### src/verilog/afmt_pkg.sv
/*
  Constants for the converter result formatter: register offsets, field
  positions, reset values and widths.
  Assumes an APB bus with 32-bit data, one register per aligned word.
*/
package afmt_pkg;

  // Data widths
  localparam int unsigned RES_W  = 10;
  localparam int unsigned REG_W  = 8;
  localparam int unsigned ADDR_W = 12;

  // Register byte offsets
  localparam logic [ADDR_W-1:0] OFS_CONTROL_0   = 12'h000;
  localparam logic [ADDR_W-1:0] OFS_CONTROL_1   = 12'h004;
  localparam logic [ADDR_W-1:0] OFS_ANALOG_SEL  = 12'h008;
  localparam logic [ADDR_W-1:0] OFS_RESULT_HIGH = 12'h00c;
  localparam logic [ADDR_W-1:0] OFS_RESULT_LOW  = 12'h010;

  // Field positions and masks
  localparam int unsigned      JUSTIFY_BIT    = 7;
  localparam logic [REG_W-1:0] CONTROL_1_MASK = 8'h70;

  // Reset values
  localparam logic [REG_W-1:0] RST_CONTROL_0  = 8'h00;
  localparam logic [REG_W-1:0] RST_CONTROL_1  = 8'h00;
  localparam logic [REG_W-1:0] RST_ANALOG_SEL = 8'hff;

  // Control-side state, set back to its reset values by every reset
  typedef struct packed {
    logic [REG_W-1:0] control_0;
    logic [REG_W-1:0] control_1;
    logic [REG_W-1:0] analog_sel;
    logic             pready;
    logic             pslverr;
    logic [31:0]      prdata;
  } afmt_ctrl_s;

  // Result registers, never touched by the device resets
  typedef struct packed {
    logic [REG_W-1:0] result_high;
    logic [REG_W-1:0] result_low;
  } afmt_res_s;

endpackage : afmt_pkg

### src/verilog/afmt_result_formatter.sv
/*
  Result formatter of a 10-bit converter: APB register slave holding the
  control registers and the high and low result registers, and the logic
  that justifies each finished conversion into the two result bytes.
  Assumes the converter runs on pclk and pulses conv_done for one cycle with
  conv_data valid in that cycle; the APB master keeps the APB protocol.
  Assumes presetn is the only reset that arrives here; the result registers
  have no reset input at all, so power-up leaves them unknown and every
  later reset leaves them as they were. Sequencing, channel selection and
  the conversion itself live outside this block.
*/
// Our own choices: the address map and the APB slave port.
`timescale 1ns/100ps

// Notes on behaviour
// - Left justified: result bits 9..2 go to result_high bits 7..0.
// - Left justified: result bits 1..0 go to result_low 7..6; rest reserved.
// - Right justified: result bits 9..8 go to result_high bits 1..0.
// - Right justified: result bits 7..0 go to result_low bits 7..0.
// - Result registers unknown after power-up, untouched by later resets.
module afmt_result_formatter
  import afmt_pkg::*;
(
  input  wire logic               pclk,
  input  wire logic               presetn,
  input  wire logic               psel,
  input  wire logic               penable,
  input  wire logic               pwrite,
  input  wire logic [ADDR_W-1:0]  paddr,
  input  wire logic [31:0]        pwdata,
  output logic      [31:0]        prdata,
  output logic                    pready,
  output logic                    pslverr,
  input  wire logic               conv_done,
  input  wire logic [RES_W-1:0]   conv_data,
  output logic      [REG_W-1:0]   adc_control_0,
  output logic      [REG_W-1:0]   adc_control_1,
  output logic      [REG_W-1:0]   analog_select,
  output logic                    justify_select
);

  // Registered state; results sit apart because presetn never reaches them
  afmt_ctrl_s       ctrl;
  afmt_ctrl_s       next_ctrl;
  afmt_res_s        res;
  afmt_res_s        next_res;

  // Bus phase qualifiers
  logic             setup;
  logic             access;
  logic             wr_take;

  // Address decode, one hit per mapped register
  logic             hit_control_0;
  logic             hit_control_1;
  logic             hit_analog_sel;
  logic             hit_result_high;
  logic             hit_result_low;
  logic             rd_hit;

  // Write strobes, each high only on the edge that ends a write
  logic             wr_control_0;
  logic             wr_control_1;
  logic             wr_analog_sel;
  logic             wr_result_high;
  logic             wr_result_low;

  // Conversion side, and the read answer
  logic             load_result;
  logic             justify_now;
  logic [REG_W-1:0] fmt_high;
  logic [REG_W-1:0] fmt_low;
  logic [REG_W-1:0] rd_byte;
  logic [31:0]      rd_word;

  // Setup phase starts the one-cycle answer, so the access phase is
  // always a single cycle and a write lands on the edge that ends it
  assign setup   = psel & ~penable;
  assign access  = psel & penable & ctrl.pready;
  assign wr_take = access & pwrite;

  // Address decode on the full address, so no word answers at an alias;
  // an unmapped word hits nothing
  always_comb begin
    hit_control_0   = 1'b0;
    hit_control_1   = 1'b0;
    hit_analog_sel  = 1'b0;
    hit_result_high = 1'b0;
    hit_result_low  = 1'b0;
    if (paddr == OFS_CONTROL_0) begin
      hit_control_0 = 1'b1;
    end else if (paddr == OFS_CONTROL_1) begin
      hit_control_1 = 1'b1;
    end else if (paddr == OFS_ANALOG_SEL) begin
      hit_analog_sel = 1'b1;
    end else if (paddr == OFS_RESULT_HIGH) begin
      hit_result_high = 1'b1;
    end else if (paddr == OFS_RESULT_LOW) begin
      hit_result_low = 1'b1;
    end
  end

  // Any hit makes the address legal; a miss answers with an error
  assign rd_hit = hit_control_0 | hit_control_1 | hit_analog_sel
                | hit_result_high | hit_result_low;

  // Write strobes; a write to an unmapped word is dropped
  assign wr_control_0   = wr_take & hit_control_0;
  assign wr_control_1   = wr_take & hit_control_1;
  assign wr_analog_sel  = wr_take & hit_analog_sel;
  assign wr_result_high = wr_take & hit_result_high;
  assign wr_result_low  = wr_take & hit_result_low;

  // A finished conversion loads both result bytes on the same edge
  assign load_result = conv_done;

  // Justification as held before this edge: a control write that lands
  // together with a conversion only steers the next conversion
  assign justify_now = ctrl.control_0[JUSTIFY_BIT];

  // Format the fresh result with the justification in force this cycle
  always_comb begin
    if (justify_now) begin
      fmt_high = {6'h00, conv_data[9:8]};
      fmt_low  = conv_data[7:0];
    end else begin
      fmt_high = conv_data[9:2];
      fmt_low  = {conv_data[1:0], 6'h00};
    end
  end

  // Read mux; selects the byte named by the decode, zero on a miss,
  // so an unmapped read returns zero next to its error flag
  always_comb begin
    rd_byte = 8'h00;
    if (hit_control_0) begin
      rd_byte = ctrl.control_0;
    end else if (hit_control_1) begin
      rd_byte = ctrl.control_1;
    end else if (hit_analog_sel) begin
      rd_byte = ctrl.analog_sel;
    end else if (hit_result_high) begin
      rd_byte = res.result_high;
    end else if (hit_result_low) begin
      rd_byte = res.result_low;
    end
  end

  // One byte per aligned word; the upper bits always read zero
  assign rd_word = {24'h000000, rd_byte};

  // Control state and bus answer; the answer is built in the setup cycle
  // and stands for the access cycle only
  always_comb begin
    next_ctrl         = ctrl;
    next_ctrl.pready  = setup;
    next_ctrl.pslverr = setup & ~rd_hit;
    // Zero outside read answers, so an or of several slaves stays clean
    next_ctrl.prdata  = 32'h00000000;
    if (setup && !pwrite) begin
      next_ctrl.prdata = rd_word;
    end
    if (wr_control_0) begin
      next_ctrl.control_0 = pwdata[REG_W-1:0];
    end
    if (wr_control_1) begin
      // Only bits 6..4 hold state; the other bits read back as zero
      next_ctrl.control_1 = pwdata[REG_W-1:0] & CONTROL_1_MASK;
    end
    if (wr_analog_sel) begin
      next_ctrl.analog_sel = pwdata[REG_W-1:0];
    end
  end

  // Result registers: a completing conversion beats a software write in
  // the same cycle, so in that cycle both bytes come from the conversion
  always_comb begin
    next_res = res;
    if (wr_result_high) begin
      next_res.result_high = pwdata[REG_W-1:0];
    end
    if (wr_result_low) begin
      next_res.result_low = pwdata[REG_W-1:0];
    end
    if (load_result) begin
      next_res.result_high = fmt_high;
      next_res.result_low  = fmt_low;
    end
  end

  // Control flops; every reset brings them back to their defaults
  always_ff @(posedge pclk or negedge presetn) begin
    if (!presetn) begin
      ctrl.control_0  <= RST_CONTROL_0;
      ctrl.control_1  <= RST_CONTROL_1;
      ctrl.analog_sel <= RST_ANALOG_SEL;
      ctrl.pready     <= 1'b0;
      ctrl.pslverr    <= 1'b0;
      ctrl.prdata     <= 32'h00000000;
    end else begin
      ctrl <= next_ctrl;
    end
  end

  // No reset on purpose: power-up leaves these unknown and a later reset
  // keeps the last conversion for software to read afterwards. Limitation:
  // a read before the first conversion or write returns unknown bits.
  // Kept out of the control struct for exactly that reason.
  always_ff @(posedge pclk) begin
    res <= next_res;
  end

  // Bus answer, straight from its flops
  assign prdata         = ctrl.prdata;
  assign pready         = ctrl.pready;
  assign pslverr        = ctrl.pslverr;

  // Register views; justify_select is one flop of control register 0,
  // so it shows the setting that the next conversion will use
  assign adc_control_0  = ctrl.control_0;
  assign adc_control_1  = ctrl.control_1;
  assign analog_select  = ctrl.analog_sel;
  assign justify_select = ctrl.control_0[JUSTIFY_BIT];

endmodule : afmt_result_formatter

### config.mk
export PLATFORM = sky130hd
export DESIGN_NAME = afmt_result_formatter
export DESIGN_NICKNAME = d
export VERILOG_FILES = /design/src/verilog/afmt_pkg.sv /design/src/verilog/afmt_result_formatter.sv
export SDC_FILE = /design/constraint.sdc
export NUM_CORES = 1
export LEC_CHECK = 0
export BUFFER_PORTS_ARGS = -buffer_cell sky130_fd_sc_hd__buf_2
export CORE_MARGIN = 2
export CORE_UTILIZATION = 42
export CTS_CLUSTER_DIAMETER = 100
export DETAILED_ROUTE_END_ITERATION = 10
export PLACE_DENSITY = 0.73
export RECOVER_POWER = 25
export SLEW_MARGIN = 0
export SYNTH_ARGS = -nofsm -noshare
export SYNTH_HDL_FRONTEND = slang
export SYNTH_SLANG_ARGS = --single-unit
### constraint.sdc
create_clock -name pclk -period 1.6 [get_ports pclk]
set_input_delay 0.16 -clock pclk [delete_from_list [all_inputs] [get_ports pclk]]
set_output_delay 0.16 -clock pclk [all_outputs]
set_load 0.03 [all_outputs]
==> reports/metrics.yaml, run 1 <==
end_kind: "flop"
critical_path_class: "reg2reg"
fmax_ghz: 0.604
rows: 28
place_congestion: 0.895
wl_um: 6160
antenna_found_initial: 0
vias: 1940
area_growth_pct: 25.3
nNetsFinal: 373
violations: "negative setup slack"
fin_skew_ps: 6.31
min_period_ps: 1650
die_y_um: 81.4
total_power_mw: 2.41
die_w_um: 81.4
grt_pass1_wl_um: 9090
pin_count: 119
cts_root_buf: "clkbuf_8"
placed_area_um2: 3000
core_um2: 5850
slew_viol_final: 0
p_clk_frac: 0.347
finalWorstSetupSlack_ps: -54.3
seqPwrFrac: 0.517
clkLatencyLatePin_ps: 300
combPwrFrac: 0.135
power_leakage_nw: 1.63
cp-start-kind: "flop"
drc_errors: 0
dpl_worst_slack_ps: -201
die-area_um2: 6630
synthFlopType: "dfrtp_1"
clock_sinks: 45
powerDensity_nw_per_um2: 764
power.switching_mw: 0.611
n_fill_cell: 520
rsz0062_at_grt: "yes"
max-cap-violations: 0
h-tree-depth: 2
grt_pass1_vias: 1841
switching_share: 0.253
first_iter_violations: 150
cts_buffer_depth: 2
syn_area_um2: 2520
synth-seq-cells: 45
stdcell_area_um2: 3160
holdCritPathClass: "in2reg"
finalHoldViolCount: 0
ys_warn_count: 0
synth_edf_count: 16
grt_max_degree: 30
drive_above_1_share: 0.462
slew_headroom: 0.538
hpwl_um: 4650
gr-usage-all-layers: 0.189
syn_avg_cell_area_um2: 11.4
diodes: 0
overflow: 0
post-route-period-util: 1.03
worstPathRequired_ps: 1790
initial_utilization: 0.430
status: "complete, but fails checks"
postSynthCellCount: 221
synth.distinct_cells: 41
crit_fanout: 6
cts_tree: "yes"
internal_power_mw: 1.80
peakVddDrop_v: 0.000466
drtPass1Iterations: 4
cp.arrival_ps: 1840
tightest_slew_ps: 692
synthArstFlopShare: 0.644
via_per_inst: 4.99
clkSlewWorstSetupHoldPaths_ps: 80
numCtsBuffers: 5
setup_viol: 15
wl_per_cell_um: 15.8
seq_area_frac_synth: 0.483
antenna_left: 0
portBuffers: 65
sequential cells by signal, summed over array words and instances, names as in the netlist:
register and count:
adc_control_1 3, prdata 8, pslverr 1, adc_control_0 8
res 16, analog_select 8, pready 1
per-stage QoR:
step	hold slack, ps	setup TNS (ps)	utilization	instances
after detailed placement	209	-3980	0.513	379
after global placement	199	-3170	0.513	379
after floorplan	-136	-1570	-	249
after global routing	136	-1370	0.540	389
after CTS	129	-624	0.538	389
final	131	-510	0.540	389
layout by cell type (no fill, tap or decap), types with 8 or more instances in the layout:
cell type  instances
nand4_1            8
buf_2             63
edfxtp_1          16
nor2_1            13
nand2b_1           9
dfrtp_1           20
buf_4             29
mux2_4             9
dfstp_2            8
mux2_2            11
a21o_1             9
conb_1            29
repair_timing:
action	4_1_cts	5_1_grt
gates cloned	0	0
hold endpoints to repair	21	0
setup endpoints to repair	18	19
gates resized for setup	2	3
hold buffers	1	0
buffers inserted	1	0
final timing paths:
path / from / to / slack [ps] / cells after the start
worst max-delay path: pready / adc_control_0[1] / -50 / 5
worst min-delay path: pwdata[3] / adc_control_0[3] / 130 / 2
worst max register to register: pready / adc_control_0[1] / -50 / 5
worst min register to register: adc_control_1[6] / adc_control_1[6] / 550 / 1
max in group asynchronous: presetn / pready / 680 / 2
min in group asynchronous: presetn / prdata[6] / 440 / 2
critical path, cell delays in order, from the launching register on:
cell and delay, ps:
dfrtp_2 360, and4_4 240, nand4_4 130, or3_4 370, buf_6 150, mux2_4 290
layout make-up:
type	instances	area, um2	area share
clock buffer	8	115	0.0365
inverter	6	22.5	0.00713
multi-input combinational	157	1110	0.353
sequential	45	1220	0.386
tap	75	93.8	0.0297
timing repair buffer	98	594	0.188
power by group through the flow:
| stage | Combinational, mW | Sequential [mW] | Clock [mW] |
|---|---|---|---|
| 4_1_cts | 0.325 | 1.25 | 0.853 |
| 2_1_floorplan | 0.238 | 1.27 | 0 |
| 3_3_place_gp | 0.315 | 1.27 | 0 |
| 5_1_grt | 0.355 | 1.25 | 0.896 |
| 6_report | 0.327 | 1.25 | 0.838 |
| 3_5_place_dp | 0.321 | 1.27 | 0 |
per-layer routing:
layer,track usage,share of wire
met5,0,0
met3,0.0451,0.085
met4,0.0610,0.0096
met2,0.336,0.51
met1,0.224,0.39
cells in the mapped netlist (2+ instances only):
cell type / n / area (um2)
buf_4: 30 / 225
mux2i_1: 5 / 50.1
mux2_4: 8 / 120
and4_2: 2 / 20.0
edfxtp_1: 16 / 480
o21ai_0: 7 / 35.0
nand3_1: 2 / 10.0
inv_1: 6 / 22.5
nor2b_1: 7 / 43.8
dfrtp_1: 21 / 526
nand2b_1: 9 / 56.3
buf_6: 3 / 33.8
a21o_1: 9 / 67.6
dfstp_2: 8 / 210
buf_2: 3 / 15.0
nand4_1: 8 / 50.1
nor3_2: 2 / 20.0
o31ai_1: 6 / 45.0
nand2_1: 6 / 22.5
clkbuf_1: 5 / 18.8
nor3b_1: 2 / 15.0
a21oi_1: 6 / 30.0
a32oi_1: 4 / 35.0
and3_1: 6 / 37.5
mux2_2: 12 / 135
nor2_1: 13 / 48.8
cells by family (layout without fill, tap and decap cells):
group / after synthesis / after routing / share of synthesized area
flops: 45 / 45 / 0.483
other cells: 1 / 29 / 0.00149
buf+inv: 47 / 112 / 0.125
compound gates: 37 / 37 / 0.102
simple gates: 66 / 66 / 0.167
mux: 25 / 25 / 0.121
No activity file was read; power rests on OpenSTA's default activity.
==> run 2, diff against run 1 <==
--- a/config.mk
+++ b/config.mk
@@ -6,11 +6,13 @@
 export NUM_CORES = 1
 export LEC_CHECK = 0
 export BUFFER_PORTS_ARGS = -buffer_cell sky130_fd_sc_hd__buf_2
+export CELL_PAD_IN_SITES_DETAIL_PLACEMENT = 0
+export CELL_PAD_IN_SITES_GLOBAL_PLACEMENT = 1
 export CORE_MARGIN = 2
-export CORE_UTILIZATION = 42
+export CORE_UTILIZATION = 31
 export CTS_CLUSTER_DIAMETER = 100
 export DETAILED_ROUTE_END_ITERATION = 10
-export PLACE_DENSITY = 0.73
+export PLACE_DENSITY = 0.72
 export RECOVER_POWER = 25
 export SLEW_MARGIN = 0
 export SYNTH_ARGS = -nofsm -noshare
==> run 2 against run 1 <==
Compared with the run above:
- the run still ends with negative setup slack left
- flip-flop and latch count unchanged
- routed wire length increased by 2.9%
- utilization decreased by 13 points
- critical path depth unchanged
- first-iteration DRC count decreased by 39%
- sequential power about the same
- clock skew increased by 5.6 ps
- setup slack improved by 7.9 ps
- hold slack got worse by 7.9 ps
==> reports/metrics.yaml, run 2 (synthesis gave the netlist of run 1 again) <==
hpwl_um: 4880
startpoint: "pready"
die-area_um2: 8860
mostFrequentLayoutCells: "64 x buf_2, 29 x conb_1, 29 x buf_4, 20 x dfrtp_1, 16 x edfxtp_1"
end_kind: "flop"
critical_path_class: "reg2reg"
drive_above_1_share: 0.462
antenna_left: 0
largest_reg_flops: 16
initial_utilization: 0.323
portBuffers: 65
rr_startpoint: "pready"
hold_start: "psel"
multi_input_area_um2: 1100
dpl_worst_slack_ps: -195
nNetsFinal: 373
clock_sinks: 45
grt_pass1_wl_um: 9750
powerDensity_nw_per_um2: 749
first_iter_violations: 91
top_register: "res"
fmax_ghz: 0.607
min_period_ps: 1650
cts_tree: "yes"
overflow: 0
rsz0062_at_grt: "yes"
drtPass1Iterations: 4
cts_root_buf: "clkbuf_8"
crit_fanout: 6
finalWorstSetupSlack_ps: -46.4
stdcell_count: 416
tightest_slew_ps: 704
wl_per_cell_um: 15.2
power_leakage_nw: 1.63
clkSlewWorstSetupHoldPaths_ps: 90
pin_count: 119
gr-usage-all-layers: 0.145
n_fill_cell: 798
h-tree-depth: 2
vias: 1973
slew_headroom: 0.530
slew_viol_final: 0
dp.cells: 405
peakVddDrop_v: 0.000478
max-cap-violations: 0
status: "complete, but fails checks"
numCtsBuffers: 5
post-route-period-util: 1.03
die_y_um: 94.1
grt_pass1_vias: 1879
cp-start-kind: "flop"
setup_viol: 14
place_congestion: 0.884
worstPathRequired_ps: 1780
die_w_um: 94.1
diodes: 0
grt_max_degree: 30
clkLatencyLatePin_ps: 290
antenna_found_initial: 0
cp.arrival_ps: 1830
seq_area_um2: 1220
holdCritPathClass: "in2reg"
finalHoldViolCount: 0
violations: "negative setup slack"
rows: 32
fin_skew_ps: 11.9
via_per_inst: 4.74
wl_um: 6330
area_growth_pct: 26.1
drc_errors: 0
final_common_cell: "buf_2"
cts_buffer_depth: 2
core_um2: 7810
## run 2: cell count changes in the layout (fill, tap and decap cells not counted), sizes merged
cell / before / now
clkbuf: 10 / 7
buf: 95 / 96
clkinv: 0 / 1
inv: 6 / 7
## run 2: stage by stage
stage                     utilization  power, mW  setup TNS (ps)  instance area, um2  hold WS (ps)
after global placement          0.388       1.59           -4040                3030           208
final                           0.407       2.38            -423                3180           123
after global routing            0.407       2.48           -1280                3180           124
after CTS                       0.406       2.39            -388                3170           124
after floorplan                     -       1.51           -1570                2630          -136
after detailed placement        0.388       1.59           -4450                3030           213
## run 2: path summary, 6_finish.rpt
kind                                          to  slack (ps)  depth (start not counted)
min in group asynchronous              prdata[2]         450                          2
max in group asynchronous                 pready         660                          2
worst max-delay path            adc_control_0[0]         -50                          5
worst min register to register  adc_control_1[4]         550                          1
worst max register to register  adc_control_0[0]         -50                          5
worst min-delay path                      pready         120                          3
## run 2: final cells by class
type / count / share of cell area
flip-flops and latches: 45 / 0.383
multi-input cells: 157 / 0.348
repair buffers: 98 / 0.188
well taps: 102 / 0.0402
clock buffers: 6 / 0.0296
inverters: 6 / 0.00709
clock inverters: 2 / 0.00433
## run 2: power by group
group | total (mW) | internal [mW] | switching (mW)
logic | 0.325 | 0.0999 | 0.226
registers | 1.25 | 1.24 | 0.00842
clock network | 0.805 | 0.406 | 0.399
total | 2.38 | 1.74 | 0.633
## run 2: repair_timing
| action | in CTS | in global routing |
|---|---|---|
| buffers inserted | 1 | 1 |
| endpoints found under the hold margin | 21 | 0 |
| setup endpoints to repair | 17 | 19 |
| resized for setup | 3 | 0 |
| hold buffers | 1 | 0 |
## run 2: critical path: stages, from the launching register on
cell	delay [ps]
dfrtp_2	360
and4_4	240
nand4_4	120
or3_4	360
buf_6	160
mux2_4	290
## run 2: layer usage
layer / wire length (um) / track usage / share of wire / up-vias
met2: 3120 / 0.239 / 0.49 / 97
met3: 498 / 0.0377 / 0.079 / 10
li1: - / - / - / 926
met4: 141 / 0.0495 / 0.022 / 0
met5: 0 / 0 / 0 / -
met1: 2570 / 0.185 / 0.41 / 940
